<file path="config.mk">
export PLATFORM = sky130hd
export DESIGN_NAME = dpci_panel
export DESIGN_NICKNAME = d
export VERILOG_FILES = /design/src/dpci_pkg.sv /design/src/dpci_panel.sv
export VERILOG_INCLUDE_DIRS = /design/src
export SDC_FILE = /design/constraint.sdc
export NUM_CORES = 1
export LEC_CHECK = 0
export ABC_AREA = 1
export CAP_MARGIN = 10
export CORE_MARGIN = 5
export CORE_UTILIZATION = 39
export DETAILED_ROUTE_END_ITERATION = 12
export DONT_BUFFER_PORTS = 1
export PLACE_DENSITY_LB_ADDON = 0.05
export RECOVER_POWER = 25
export SYNTH_ARGS = -nofsm -noshare
export SYNTH_HDL_FRONTEND = slang
export SYNTH_SLANG_ARGS = --single-unit
</file>
<file path="constraint.sdc">
create_clock -name clk_in -period 4.45 [get_ports clk_in]
set_input_delay 1.335 -clock clk_in [delete_from_list [all_inputs] [get_ports clk_in]]
set_output_delay 1.335 -clock clk_in [all_outputs]
set_load 0.02 [all_outputs]
</file>
<file path="src/dpci_defs.svh">
/*
 * Timing counts and reset values for the drive panel control block.
 * Assumes a 40 MHz clock; included by bare name.
 */
`ifndef DPCI_DEFS_SVH
`define DPCI_DEFS_SVH

// Clock period in picoseconds
`define DPCI_CLK_PERIOD_PS 25000
// Write-inhibit switch debounce time in microseconds
`define DPCI_DEBOUNCE_US 5000
// Debounce time in clock cycles; worked in nanoseconds so no term passes 32 bits
`define DPCI_DEBOUNCE_CYC ((`DPCI_DEBOUNCE_US * 1000) / (`DPCI_CLK_PERIOD_PS / 1000))
// Reset value of the write-inhibit latch
`define DPCI_PROT_RST 1'b0

`endif

</file>
<file path="src/dpci_pkg.sv">
/*
 * Types shared by the drive panel control block.
 * Assumes the timing macros of dpci_defs.svh.
 */
package dpci_pkg;

    // Run/load sequencing states
    typedef enum logic [2:0] {
        DPCI_IDLE,
        DPCI_SPIN_UP,
        DPCI_HEAD_LOAD,
        DPCI_RUNNING,
        DPCI_SPIN_DOWN,
        DPCI_STOPPED
    } dpci_seq_e;

    // Drive mechanics status
    typedef struct packed {
        logic interlocks_safe;
        logic at_speed;
        logic stopped;
        logic heads_loaded;
        logic heads_retracted;
        logic seek_busy;
        logic heads_settled;
        logic transducer_fail;
        logic erase_current;
        logic write_current;
    } dpci_mech_s;

    // Lamp bundle
    typedef struct packed {
        logic ready;
        logic heads_settled_lamp;
        logic fault;
        logic protect;
        logic load;
        logic write_activity_lamp;
        logic read_activity;
        logic power_present_lamp;
    } dpci_lamps_s;

    // Drive mechanics commands
    typedef struct packed {
        logic door_lock;
        logic spindle_on;
        logic heads_forward;
        logic heads_unload;
    } dpci_cmd_s;

endpackage

</file>
<file path="src/dpci_panel.sv">
/*
 * Operator panel sequencing and indicator logic of a cartridge disk drive.
 * Assumes switches and mechanics status arrive asynchronously and are
 * synchronised here; host and write-path strobes are on clk_in.
 */
`timescale 1ns/1ps
`include "dpci_defs.svh"

// Function
// - Run: lock door, spin, load, ready
// - Load: unload, stop, unlock, load lamp
// - Run entry drives heads forward
// - First press sets protection, clears fault
// - Second press clears protection
// - Host command sets protection
// - Load-then-run clears protection
// - Ready needs speed, heads, interlocks
// - Ready drops at load switch
// - On-cylinder needs ready, idle, settled
// - On-cylinder off during seek
// - Fault on stray write current
// - Fault on transducer lamp failure
// - Fault holds until press or recycle
// - Load lamp: retracted and stopped
// - Write lamp follows write operation
// - Read lamp follows read operation
// - Power lamp follows operating power
module dpci_panel
    import dpci_pkg::*;
#(
    parameter int DEBOUNCE_CYC = `DPCI_DEBOUNCE_CYC
) (
    // Clock, reset, enable
    input  wire logic        clk_in,
    input  wire logic        rst_n_in,
    input  wire logic        ce_in,
    // Panel switches (asynchronous)
    input  wire logic        run_sel_in,
    input  wire logic        write_inhibit_toggle_in,
    // Drive mechanics status (asynchronous)
    input  wire dpci_mech_s  mech_in,
    input  wire logic        power_ok_in,
    // Same-clock strobes from host and data path
    input  wire logic        host_protect_in,
    input  wire logic        write_gate_in,
    input  wire logic        read_active_in,
    // Mechanics commands
    output dpci_cmd_s        cmd_out,
    // Lamps, also the write block for the data path
    output dpci_lamps_s      lamps_out
);

    localparam int CW = $clog2(DEBOUNCE_CYC + 1);
    localparam int NS = 13;

    // Two-stage synchroniser for every asynchronous input
    logic [NS-1:0] async_w;
    logic [NS-1:0] s1_reg;
    logic [NS-1:0] s2_reg;
    assign async_w = {run_sel_in, write_inhibit_toggle_in, power_ok_in, mech_in};

    // Synchronised views
    dpci_mech_s mech_w;
    logic       run_w;
    logic       sw_w;
    logic       pwr_w;
    assign mech_w = s2_reg[9:0];
    assign pwr_w  = s2_reg[10];
    assign sw_w   = s2_reg[11];
    assign run_w  = s2_reg[12];

    // Sequencer and latches
    dpci_seq_e   state_reg;
    dpci_seq_e   state_next;
    logic        prot_reg;
    logic        fault_reg;
    logic        saw_load_reg;  // Load position seen since last run
    logic        deb_reg;       // Debounced switch level
    logic [CW-1:0] deb_cnt_reg;
    dpci_cmd_s   cmd_reg;
    dpci_lamps_s lamps_reg;

    // Debounce: level accepted once stable for the whole window
    logic deb_diff_w;
    logic deb_done_w;
    logic press_w;
    assign deb_diff_w = (sw_w != deb_reg);
    assign deb_done_w = (deb_cnt_reg == CW'(DEBOUNCE_CYC - 1));
    assign press_w = deb_diff_w && deb_done_w && sw_w;

    // Recycle: entering run after load was selected
    logic recycle_w;
    assign recycle_w = saw_load_reg && run_w;

    // Fault sources
    logic fault_src_w;
    assign fault_src_w = ((mech_w.erase_current || mech_w.write_current) && !write_gate_in)
                         || mech_w.transducer_fail;

    // Lamp conditions
    logic ready_w;
    assign ready_w = run_w && (state_reg == DPCI_RUNNING) && mech_w.at_speed
                     && mech_w.heads_loaded && mech_w.interlocks_safe;

    // Sequencer next state
    always_comb begin
        state_next = state_reg;
        unique case (state_reg)
            DPCI_IDLE, DPCI_STOPPED: begin
                if (run_w && mech_w.interlocks_safe) begin
                    state_next = DPCI_SPIN_UP;
                end
            end
            DPCI_SPIN_UP: begin
                if (!run_w) begin
                    state_next = DPCI_SPIN_DOWN;
                end else if (mech_w.at_speed) begin
                    state_next = DPCI_HEAD_LOAD;
                end
            end
            DPCI_HEAD_LOAD: begin
                if (!run_w) begin
                    state_next = DPCI_SPIN_DOWN;
                end else if (mech_w.heads_loaded) begin
                    state_next = DPCI_RUNNING;
                end
            end
            DPCI_RUNNING: begin
                if (!run_w) begin
                    state_next = DPCI_SPIN_DOWN;
                end
            end
            DPCI_SPIN_DOWN: begin
                // unlock only once stopped and retracted
                if (mech_w.stopped && mech_w.heads_retracted) begin
                    state_next = DPCI_STOPPED;
                end
            end
            // Unused codes: spin down, door stays locked until stopped
            default: begin
                state_next = DPCI_SPIN_DOWN;
            end
        endcase
    end

    // Synchronisers
    always_ff @(posedge clk_in) begin
        if (!rst_n_in) begin
            s1_reg <= '0;
            s2_reg <= '0;
        end else if (ce_in) begin
            s1_reg <= async_w;
            s2_reg <= s1_reg;
        end
    end

    // Debounce counter
    always_ff @(posedge clk_in) begin
        if (!rst_n_in) begin
            deb_cnt_reg <= '0;
            deb_reg     <= 1'b0;
        end else if (ce_in) begin
            if (!deb_diff_w) begin
                deb_cnt_reg <= '0;
            end else if (deb_done_w) begin
                deb_cnt_reg <= '0;
                deb_reg     <= sw_w;
            end else begin
                deb_cnt_reg <= deb_cnt_reg + 1'b1;
            end
        end
    end

    // Sequencer state and load memory
    always_ff @(posedge clk_in) begin
        if (!rst_n_in) begin
            state_reg    <= DPCI_IDLE;
            saw_load_reg <= 1'b0;
        end else if (ce_in) begin
            state_reg <= state_next;
            if (!run_w) begin
                saw_load_reg <= 1'b1;
            end else begin
                saw_load_reg <= 1'b0;
            end
        end
    end

    // Write protection latch; setting wins over clearing
    always_ff @(posedge clk_in) begin
        if (!rst_n_in) begin
            prot_reg <= `DPCI_PROT_RST;
        end else if (ce_in) begin
            if (host_protect_in) begin
                prot_reg <= 1'b1;
            end else if (press_w) begin
                prot_reg <= !prot_reg;
            end else if (recycle_w) begin
                prot_reg <= 1'b0;
            end
        end
    end

    // Fault latch; a new fault wins over the clear
    always_ff @(posedge clk_in) begin
        if (!rst_n_in) begin
            fault_reg <= 1'b0;
        end else if (ce_in) begin
            if (fault_src_w) begin
                fault_reg <= 1'b1;
            end else if (press_w || recycle_w) begin
                fault_reg <= 1'b0;
            end
        end
    end

    // Mechanics commands, registered
    always_ff @(posedge clk_in) begin
        if (!rst_n_in) begin
            cmd_reg <= '0;
        end else if (ce_in) begin
            // door locked and spindle on while running up or run
            cmd_reg.door_lock  <= (state_next != DPCI_IDLE) && (state_next != DPCI_STOPPED);
            cmd_reg.spindle_on <= (state_next == DPCI_SPIN_UP) ||
                                  (state_next == DPCI_HEAD_LOAD) ||
                                  (state_next == DPCI_RUNNING);
            cmd_reg.heads_forward <= (state_next == DPCI_HEAD_LOAD);
            cmd_reg.heads_unload  <= (state_next == DPCI_SPIN_DOWN);
        end
    end

    // Lamps, registered
    always_ff @(posedge clk_in) begin
        if (!rst_n_in) begin
            lamps_reg <= '0;
        end else if (ce_in) begin
            lamps_reg.ready <= ready_w;
            lamps_reg.heads_settled_lamp <= ready_w && !mech_w.seek_busy
                                            && mech_w.heads_settled;
            lamps_reg.fault   <= fault_reg;
            lamps_reg.protect <= prot_reg;
            lamps_reg.load <= mech_w.heads_retracted && mech_w.stopped;
            lamps_reg.write_activity_lamp <= write_gate_in;
            lamps_reg.read_activity <= read_active_in;
            lamps_reg.power_present_lamp <= pwr_w;
        end
    end

    assign cmd_out   = cmd_reg;
    assign lamps_out = lamps_reg;

    // ready lamp never lit without speed
    chk_ready_speed: assert property (@(posedge clk_in) disable iff (!rst_n_in)
        ce_in && lamps_reg.ready |-> $past(mech_w.at_speed) && $past(mech_w.heads_loaded))
        else $error("ready lamp lit without speed or heads");

    // ready lamp off after load selected
    chk_ready_load_off: assert property (@(posedge clk_in) disable iff (!rst_n_in)
        ce_in && !run_w |=> !lamps_reg.ready || !ce_in)
        else $error("ready lamp stayed on in load");

    chk_oncyl_seek: assert property (@(posedge clk_in) disable iff (!rst_n_in)
        ce_in && mech_w.seek_busy |=> !lamps_reg.heads_settled_lamp || !ce_in)
        else $error("on-cylinder lamp lit during seek");

    chk_host_prot: assert property (@(posedge clk_in) disable iff (!rst_n_in)
        ce_in && host_protect_in ##1 ce_in |=> lamps_reg.protect)
        else $error("host protect did not light lamp");

    chk_press_toggle: assert property (@(posedge clk_in) disable iff (!rst_n_in)
        ce_in && press_w && !host_protect_in |=> prot_reg != $past(prot_reg))
        else $error("press did not toggle protection");

    chk_fault_set: assert property (@(posedge clk_in) disable iff (!rst_n_in)
        ce_in && fault_src_w |=> fault_reg)
        else $error("fault not latched");

    chk_fault_hold: assert property (@(posedge clk_in) disable iff (!rst_n_in)
        fault_reg && !(ce_in && (press_w || recycle_w)) |=> fault_reg)
        else $error("fault dropped without clear");

    chk_door_unlock: assert property (@(posedge clk_in) disable iff (!rst_n_in)
        ce_in && state_reg == DPCI_SPIN_DOWN ##1 ce_in && state_reg == DPCI_STOPPED
        |=> !cmd_reg.door_lock || state_reg != DPCI_STOPPED)
        else $error("door not released after stop");

    chk_write_lamp: assert property (@(posedge clk_in) disable iff (!rst_n_in)
        ce_in |=> lamps_reg.write_activity_lamp == $past(write_gate_in))
        else $error("write lamp mismatch");

    chk_fault_clear: assert property (@(posedge clk_in) disable iff (!rst_n_in)
        ce_in && press_w && !fault_src_w |=> !fault_reg)
        else $error("press did not clear fault");

    chk_recycle_prot: assert property (@(posedge clk_in) disable iff (!rst_n_in)
        ce_in && recycle_w && !host_protect_in && !press_w |=> !prot_reg)
        else $error("recycle did not clear protection");

    // load lamp tracks retract and stop
    chk_load_lamp: assert property (@(posedge clk_in) disable iff (!rst_n_in)
        ce_in |=> lamps_reg.load == ($past(mech_w.heads_retracted) && $past(mech_w.stopped)))
        else $error("load lamp mismatch");

    chk_power_lamp: assert property (@(posedge clk_in) disable iff (!rst_n_in)
        ce_in |=> lamps_reg.power_present_lamp == $past(pwr_w))
        else $error("power lamp mismatch");

    // door locked, spindle on in run
    chk_door_run: assert property (@(posedge clk_in) disable iff (!rst_n_in)
        ce_in && state_reg == DPCI_RUNNING |-> cmd_reg.door_lock && cmd_reg.spindle_on)
        else $error("door or spindle off while running");

    chk_heads_fwd: assert property (@(posedge clk_in) disable iff (!rst_n_in)
        ce_in && state_reg == DPCI_HEAD_LOAD |-> cmd_reg.heads_forward)
        else $error("heads not driven forward in head load");

    chk_oncyl_ready: assert property (@(posedge clk_in) disable iff (!rst_n_in)
        lamps_reg.heads_settled_lamp |-> lamps_reg.ready)
        else $error("on-cylinder lamp lit without ready");

    // one press pulse per accepted rising edge
    chk_press_once: assert property (@(posedge clk_in) disable iff (!rst_n_in)
        ce_in && press_w |=> !press_w)
        else $error("press pulse lasted more than one cycle");

endmodule // dpci_panel

</file>
==> flow_summary.toml, run 1 <==
[status]
outcome = "complete, no violations"

[worst_setup_path]
critical_path.cell_chain = "inv_1 > nor2_1 > nand2_2 > inv_2 > o21ai_0 > a21oi_1"
critPathLaunchType = "primary input"
cpLargestDelayFamily = "buffers and inverters"
required_ns = 4.68
cp_slowest_cell = "inv_1"
worstPathBufferInverterCount = 2
cp-end-kind = "register"
crit_fanout = 41
path_class = "in2reg"
slowest_delay_ns = 0.89
worst_ep_arrival_time_ns = 2.87

[logic_synthesis]
ys_seq_area_share_pct = 44.7
yosysWarnings = 0
netlist_instances = 412
synth_cell_types = 30
synth_area_mm2 = 0.00282
syn-num-nets = 432
ys_ff_latch = 63
postSynthAreaPerCell_um2 = 6.85

[layout]
multi_input_area_mm2 = 0.00136
final_nets = 427
diodes = 0
largest_register_ffs = 18
fillCellCount = 783
syn_to_final_growth_pct = 8.82
drive_gt1_share_pct = 7.04
regArea_mm2 = 0.00126

[sta]
fin_worst_skew_ns = 0.00627
rsz0062_at_grt = "no"
fin_crit_sh_pct = 59.4
hold_viol = 0
fmax_mhz = 378
setup_viol = 0
setup-tns-final_ns = 0
relSlewSlack_pct = 15.5
layout_min_cycle_time_ns = 2.64
maxSlewViolCount = 0
tightestPinTransition_ns = 1.27
setup_slack_ns = 1.81
hold_ws_ns = 0.454

[clock_tree]
cts.path.max_buffers = 2
clk_pin_slew_ns = 0.08
cts_tree = "built"
cts_hold_buf = 0
clock_latency_ns = 0.34
ctsHtreeMaxLevel = 3
cts_setup_buffers = 0
clock_sinks = 63
cts_made_buffers = 9
root_buffer = "clkbuf_8"
post_cts_resized = 0

[power]
p_comb_share_pct = 5.6
intPower_mw = 0.873
p_sw_mw = 0.304
swShare_pct = 25.9
leakagePower_nw = 1.21
total_power_mw = 1.18
p_per_area_mw_per_mm2 = 383
p_seq_share_pct = 51.8
ir_worst_vdd_uv = 182
clock_power_share_pct = 42.5

[floorplan]
die_w_um = 95.1
fp.dieArea_mm2 = 0.00904
die_h_um = 95.1
coreArea_mm2 = 0.00714
rows = 31
ioPinCount = 31
initial_core_util_pct = 39.5

[placed_design]
gp_congestion = 0.798
dp_hpwl_mm = 4.13
io_buffers = 0
dp_slack_ns = 1.88

[drt]
dr.first_iter.drc_count = 139
drc = 0
avgViaCountPerCell = 4.91
postRouteAntennaNets = 0
drt_wl_total_mm = 6.47
vias = 2511
avgRoutedWirePerCell_um = 12.7
drtPass1Iterations = 4

[global_routing]
track_usage_pct = 15.9
antenna_found_initial = 0
grt_max_degree = 46
grt_pass1_vias = 2379
gr-total-overflow = 0
grt_pass1_wl_mm = 11.1

[job]
max_cap_viol_count = 0

[min_path]
hold_class = "reg2reg"
-- cell type report --
class                      count  area share, %
clock buffer                   9           4.03
clock inverter                 7           2.36
inverter                      33           4.03
multi-input combinational    299           44.2
sequential                    63           41.1
tap                           99           4.03
timing repair buffer           1          0.244
-- cell usage after synthesis --
cell,number,area share [%]
nand2_1,88,12
nor2_1,84,11
dfxtp_1,63,45
o21ai_0,46,8.2
a21oi_1,36,6.4
inv_1,29,3.9
nand3_1,14,2.5
clkbuf_1,10,1.3
nand4_1,8,1.8
buf_2,4,0.71
inv_2,3,0.40
nand2_2,3,0.67
nand3b_1,3,0.80
nor3_1,3,0.53
buf_1,2,0.27
nor2_2,2,0.44
a211oi_1,1,0.27
a21o_2,1,0.31
a21oi_2,1,0.31
a31oi_1,1,0.22
buf_6,1,0.40
clkinv_1,1,0.13
ha_1,1,0.44
nand2_4,1,0.40
nor2_4,1,0.40
nor3_4,1,0.58
o211a_1,1,0.35
o21a_1,1,0.27
or2_2,1,0.22
xor2_1,1,0.31
-- final timing paths --
path	from	end	slack [ns]	depth (start not counted)
min	s2_reg[2]	s2_reg[2]	0.45	2
max reg2reg	deb_cnt_reg[0]	deb_cnt_reg[6]	2.75	10
max	ce_in	deb_cnt_reg[6]	1.81	6
min reg2reg	s2_reg[2]	s2_reg[2]	0.45	2
-- placed cells by master, fill, tap and decap left out, drive strengths merged, types with 4 or more instances in the layout --
| cell | netlist | layout |
|---|---|---|
| clkinv | 1 | 4 |
| nand4 | 8 | 8 |
| nor3 | 4 | 4 |
| o21ai | 46 | 46 |
| nand2 | 92 | 92 |
| inv | 32 | 33 |
| nor2 | 87 | 87 |
| dfxtp | 63 | 63 |
| nand3 | 14 | 14 |
| a21oi | 37 | 37 |
| clkbuf | 10 | 9 |
-- metrics by stage --
step	utilization, %	instance area [µm²]	instances
floorplan	-	2820	412
global placement	40.3	2880	495
detailed placement	40.3	2880	495
CTS	43.1	3070	511
global route	43.0	3070	511
finish	43.0	3070	511
-- power groups by stage --
| stage | Combinational (mW) | Clock, mW | Sequential, mW |
|---|---|---|---|
| 2_1_floorplan | 0.0639 | 0 | 0.619 |
| 3_3_place_gp | 0.0659 | 0 | 0.623 |
| 3_5_place_dp | 0.0670 | 0 | 0.623 |
| 4_1_cts | 0.0673 | 0.521 | 0.610 |
| 5_1_grt | 0.0792 | 0.549 | 0.614 |
| 6_report | 0.0665 | 0.501 | 0.610 |
-- worst reg2reg max path: cells and delay by family (launching register included) --
kind,cells,cell delay [ns]
fa+ha+maj,1,0.20
buf+inv,1,0.14
simple gates,6,0.61
compound gates,2,0.19
flops,1,0.45
-- cell families after synthesis --
family / Yosys count / synth area share, %
adder cells (fa/ha/maj): 1 / 0.443
AO/OA/AOI/OAI: 88 / 16.3
XOR/XNOR: 1 / 0.310
flip-flops: 63 / 44.7
AND/OR/NAND/NOR: 209 / 31.2
buffers and inverters: 50 / 7.10
-- routing by layer --
| metal | wire length (µm) | global-route usage [%] | up-vias |
|---|---|---|---|
| li1 | - | - | 1324 |
| met2 | 2860 | 23.8 | 43 |
| met1 | 3190 | 20.6 | 1136 |
| met5 | 0 | 0 | - |
| met4 | 97 | 7.93 | 0 |
| met3 | 319 | 4.89 | 8 |
Note: power is estimated with default switching activity, not from simulation.
==> inputs of run 2 (changes only) <==
==> constraint.sdc (replaced) <==
create_clock -name clk_in -period 2.2 [get_ports clk_in]
set_input_delay 0.66 -clock clk_in [delete_from_list [all_inputs] [get_ports clk_in]]
set_output_delay 0.66 -clock clk_in [all_outputs]
set_load 0.02 [all_outputs]
==> run 2 against run 1 <==
Largest power group unchanged. Global-route usage grew 0.15 points. Cell count grew 0.39%. Critical endpoint is now deb_cnt_reg[8]. Critical path depth grew 4. Core utilization shrank 0.070 points. Combinational power grew 110%.
==> flow_summary.toml, run 2 (synthesized netlist as in run 1, its figures left out) <==
[clock_tree]
clock_sinks = 63
root_buffer = "clkbuf_8"
post_cts_resized = 0
cts_hold_buf = 0
clock_latency_ns = 0.34
cts_made_buffers = 9
cts.path.max_buffers = 2
clk_pin_slew_ns = 0.07
cts_setup_buffers = 0
ctsHtreeMaxLevel = 3
cts_tree = "built"

[sta]
setup_viol = 0
setup-tns-final_ns = 0
maxSlewViolCount = 0
tightestPinTransition_ns = 0.662
relSlewSlack_pct = 55.9
fin_worst_skew_ns = 0.00745
fmax_mhz = 607
rsz0062_at_grt = "no"
layout_min_cycle_time_ns = 1.65
hold_viol = 0
fin_crit_sh_pct = 74.8

[layout]
largest_register_ffs = 18
drive_gt1_share_pct = 7.25
diodes = 0
final_nets = 429
final_area_mm2 = 0.00307
fin_util_pct = 43.0
final_cell_mix = "nand2_1, nor2_1, dfxtp_1, o21ai_0, a21oi_1"
final_common_cell = "nand2_1"
syn_to_final_growth_pct = 8.65

[power]
ir_worst_vdd_uv = 361
leakagePower_nw = 1.22
p_per_area_mw_per_mm2 = 744

[placed_design]
dp_hpwl_mm = 4.32
io_buffers = 0
gp_congestion = 0.906
dpl-instance-area_mm2 = 0.00289

[drt]
postRouteAntennaNets = 0
drt_wl_total_mm = 6.53
avgRoutedWirePerCell_um = 12.7
vias = 2501
drtPass1Iterations = 4
top_layer = "met4"
dr.first_iter.drc_count = 72
avgViaCountPerCell = 4.88
met1Wirelength_mm = 3.20
routed-wl-met2_mm = 2.97
drc = 0
route.met3.wl_um = 268

[worst_setup_path]
crit_fanout = 16
worstPathBufferInverterCount = 1
required_ns = 2.43
crit_path_end = "deb_cnt_reg[8]"
path_class = "reg2reg"
ff2ff_setup_slack_ns = 0.55
path_depth = 10
cp_slowest_cell = "dfxtp_1"
critPathLaunchType = "register"
cp-startpoint = "deb_cnt_reg[0]"
worst_ep_arrival_time_ns = 1.88
r2r-start = "deb_cnt_reg[0]"
r2r-end = "deb_cnt_reg[8]"
cpLargestDelayFamily = "simple AND/OR/NAND/NOR gates"
worstRegToRegCells = 10
slowest_delay_ns = 0.42
cp-end-kind = "register"
critical_path.cell_chain = "ha_1 > nand2_2 > nor2_1 > nand2_1 > nor2_1 > nand2_1 > nand2_2 > inv_2 > o21ai_0 > a21oi_1"

[global_routing]
grt_pass1_wl_mm = 11.2
track_usage_pct = 16.0
antenna_found_initial = 0
grt_pass1_vias = 2358
grt_max_degree = 46
gr-total-overflow = 0

[floorplan]
ioPinCount = 31
die_w_um = 95.1
rows = 31
fp.dieArea_mm2 = 0.00904
coreArea_mm2 = 0.00714
die_h_um = 95.1
initial_core_util_pct = 39.5

[min_path]
hold_class = "in2reg"

[job]
max_cap_viol_count = 0

[status]
outcome = "complete, no violations"
==> run 2: layout make-up <==
class,count,area (µm²)
clock buffers,13,159
inverters,33,124
clock inverters,3,17.5
repair buffers,3,20.0
fillers,820,4070
flip-flops and latches,63,1260
multi-input cells,299,1360
well taps,99,124
==> run 2: worst reg2reg max path: cells and delay by family, from the launching register on <==
kind	cells	cell delay, ns
fa+ha+maj	1	0.21
flops	1	0.42
compound gates	2	0.19
buf+inv	1	0.13
simple gates	6	0.60
==> run 2: stage by stage <==
step	hold slack, ns	power, mW	instances	setup WS [ns]
after global routing	0.381	2.42	513	0.370
final	0.403	2.28	513	0.554
after global placement	0.439	1.40	497	0.609
after floorplan	0.428	1.38	412	0.709
after CTS	0.385	2.34	513	0.549
after detailed placement	0.462	1.40	497	0.558
==> run 2: power by group <==
| group | switching [mW] | internal, mW |
|---|---|---|
| logic | 0.0853 | 0.0512 |
| registers | 0.0440 | 1.19 |
| clock network | 0.441 | 0.467 |
==> run 2: how the worst min path moves through the flow <==
stage                         start            to  depth (start not counted)
final                         ce_in  lamps_out[3]                          1
after CTS                     ce_in  lamps_out[3]                          1
after global placement    s2_reg[2]     s2_reg[2]                          2
after global routing          ce_in  lamps_out[3]                          1
after floorplan           s2_reg[2]     s2_reg[2]                          2
after detailed placement    deb_reg       deb_reg                          2
==> run 2: per-layer routing <==
| metal | GRT usage (%) | vias up |
|---|---|---|
| met4 | 6.85 | 0 |
| met3 | 4.74 | 8 |
| met5 | 0 | - |
| met2 | 24.5 | 35 |
| met1 | 21.1 | 1136 |
| li1 | - | 1322 |
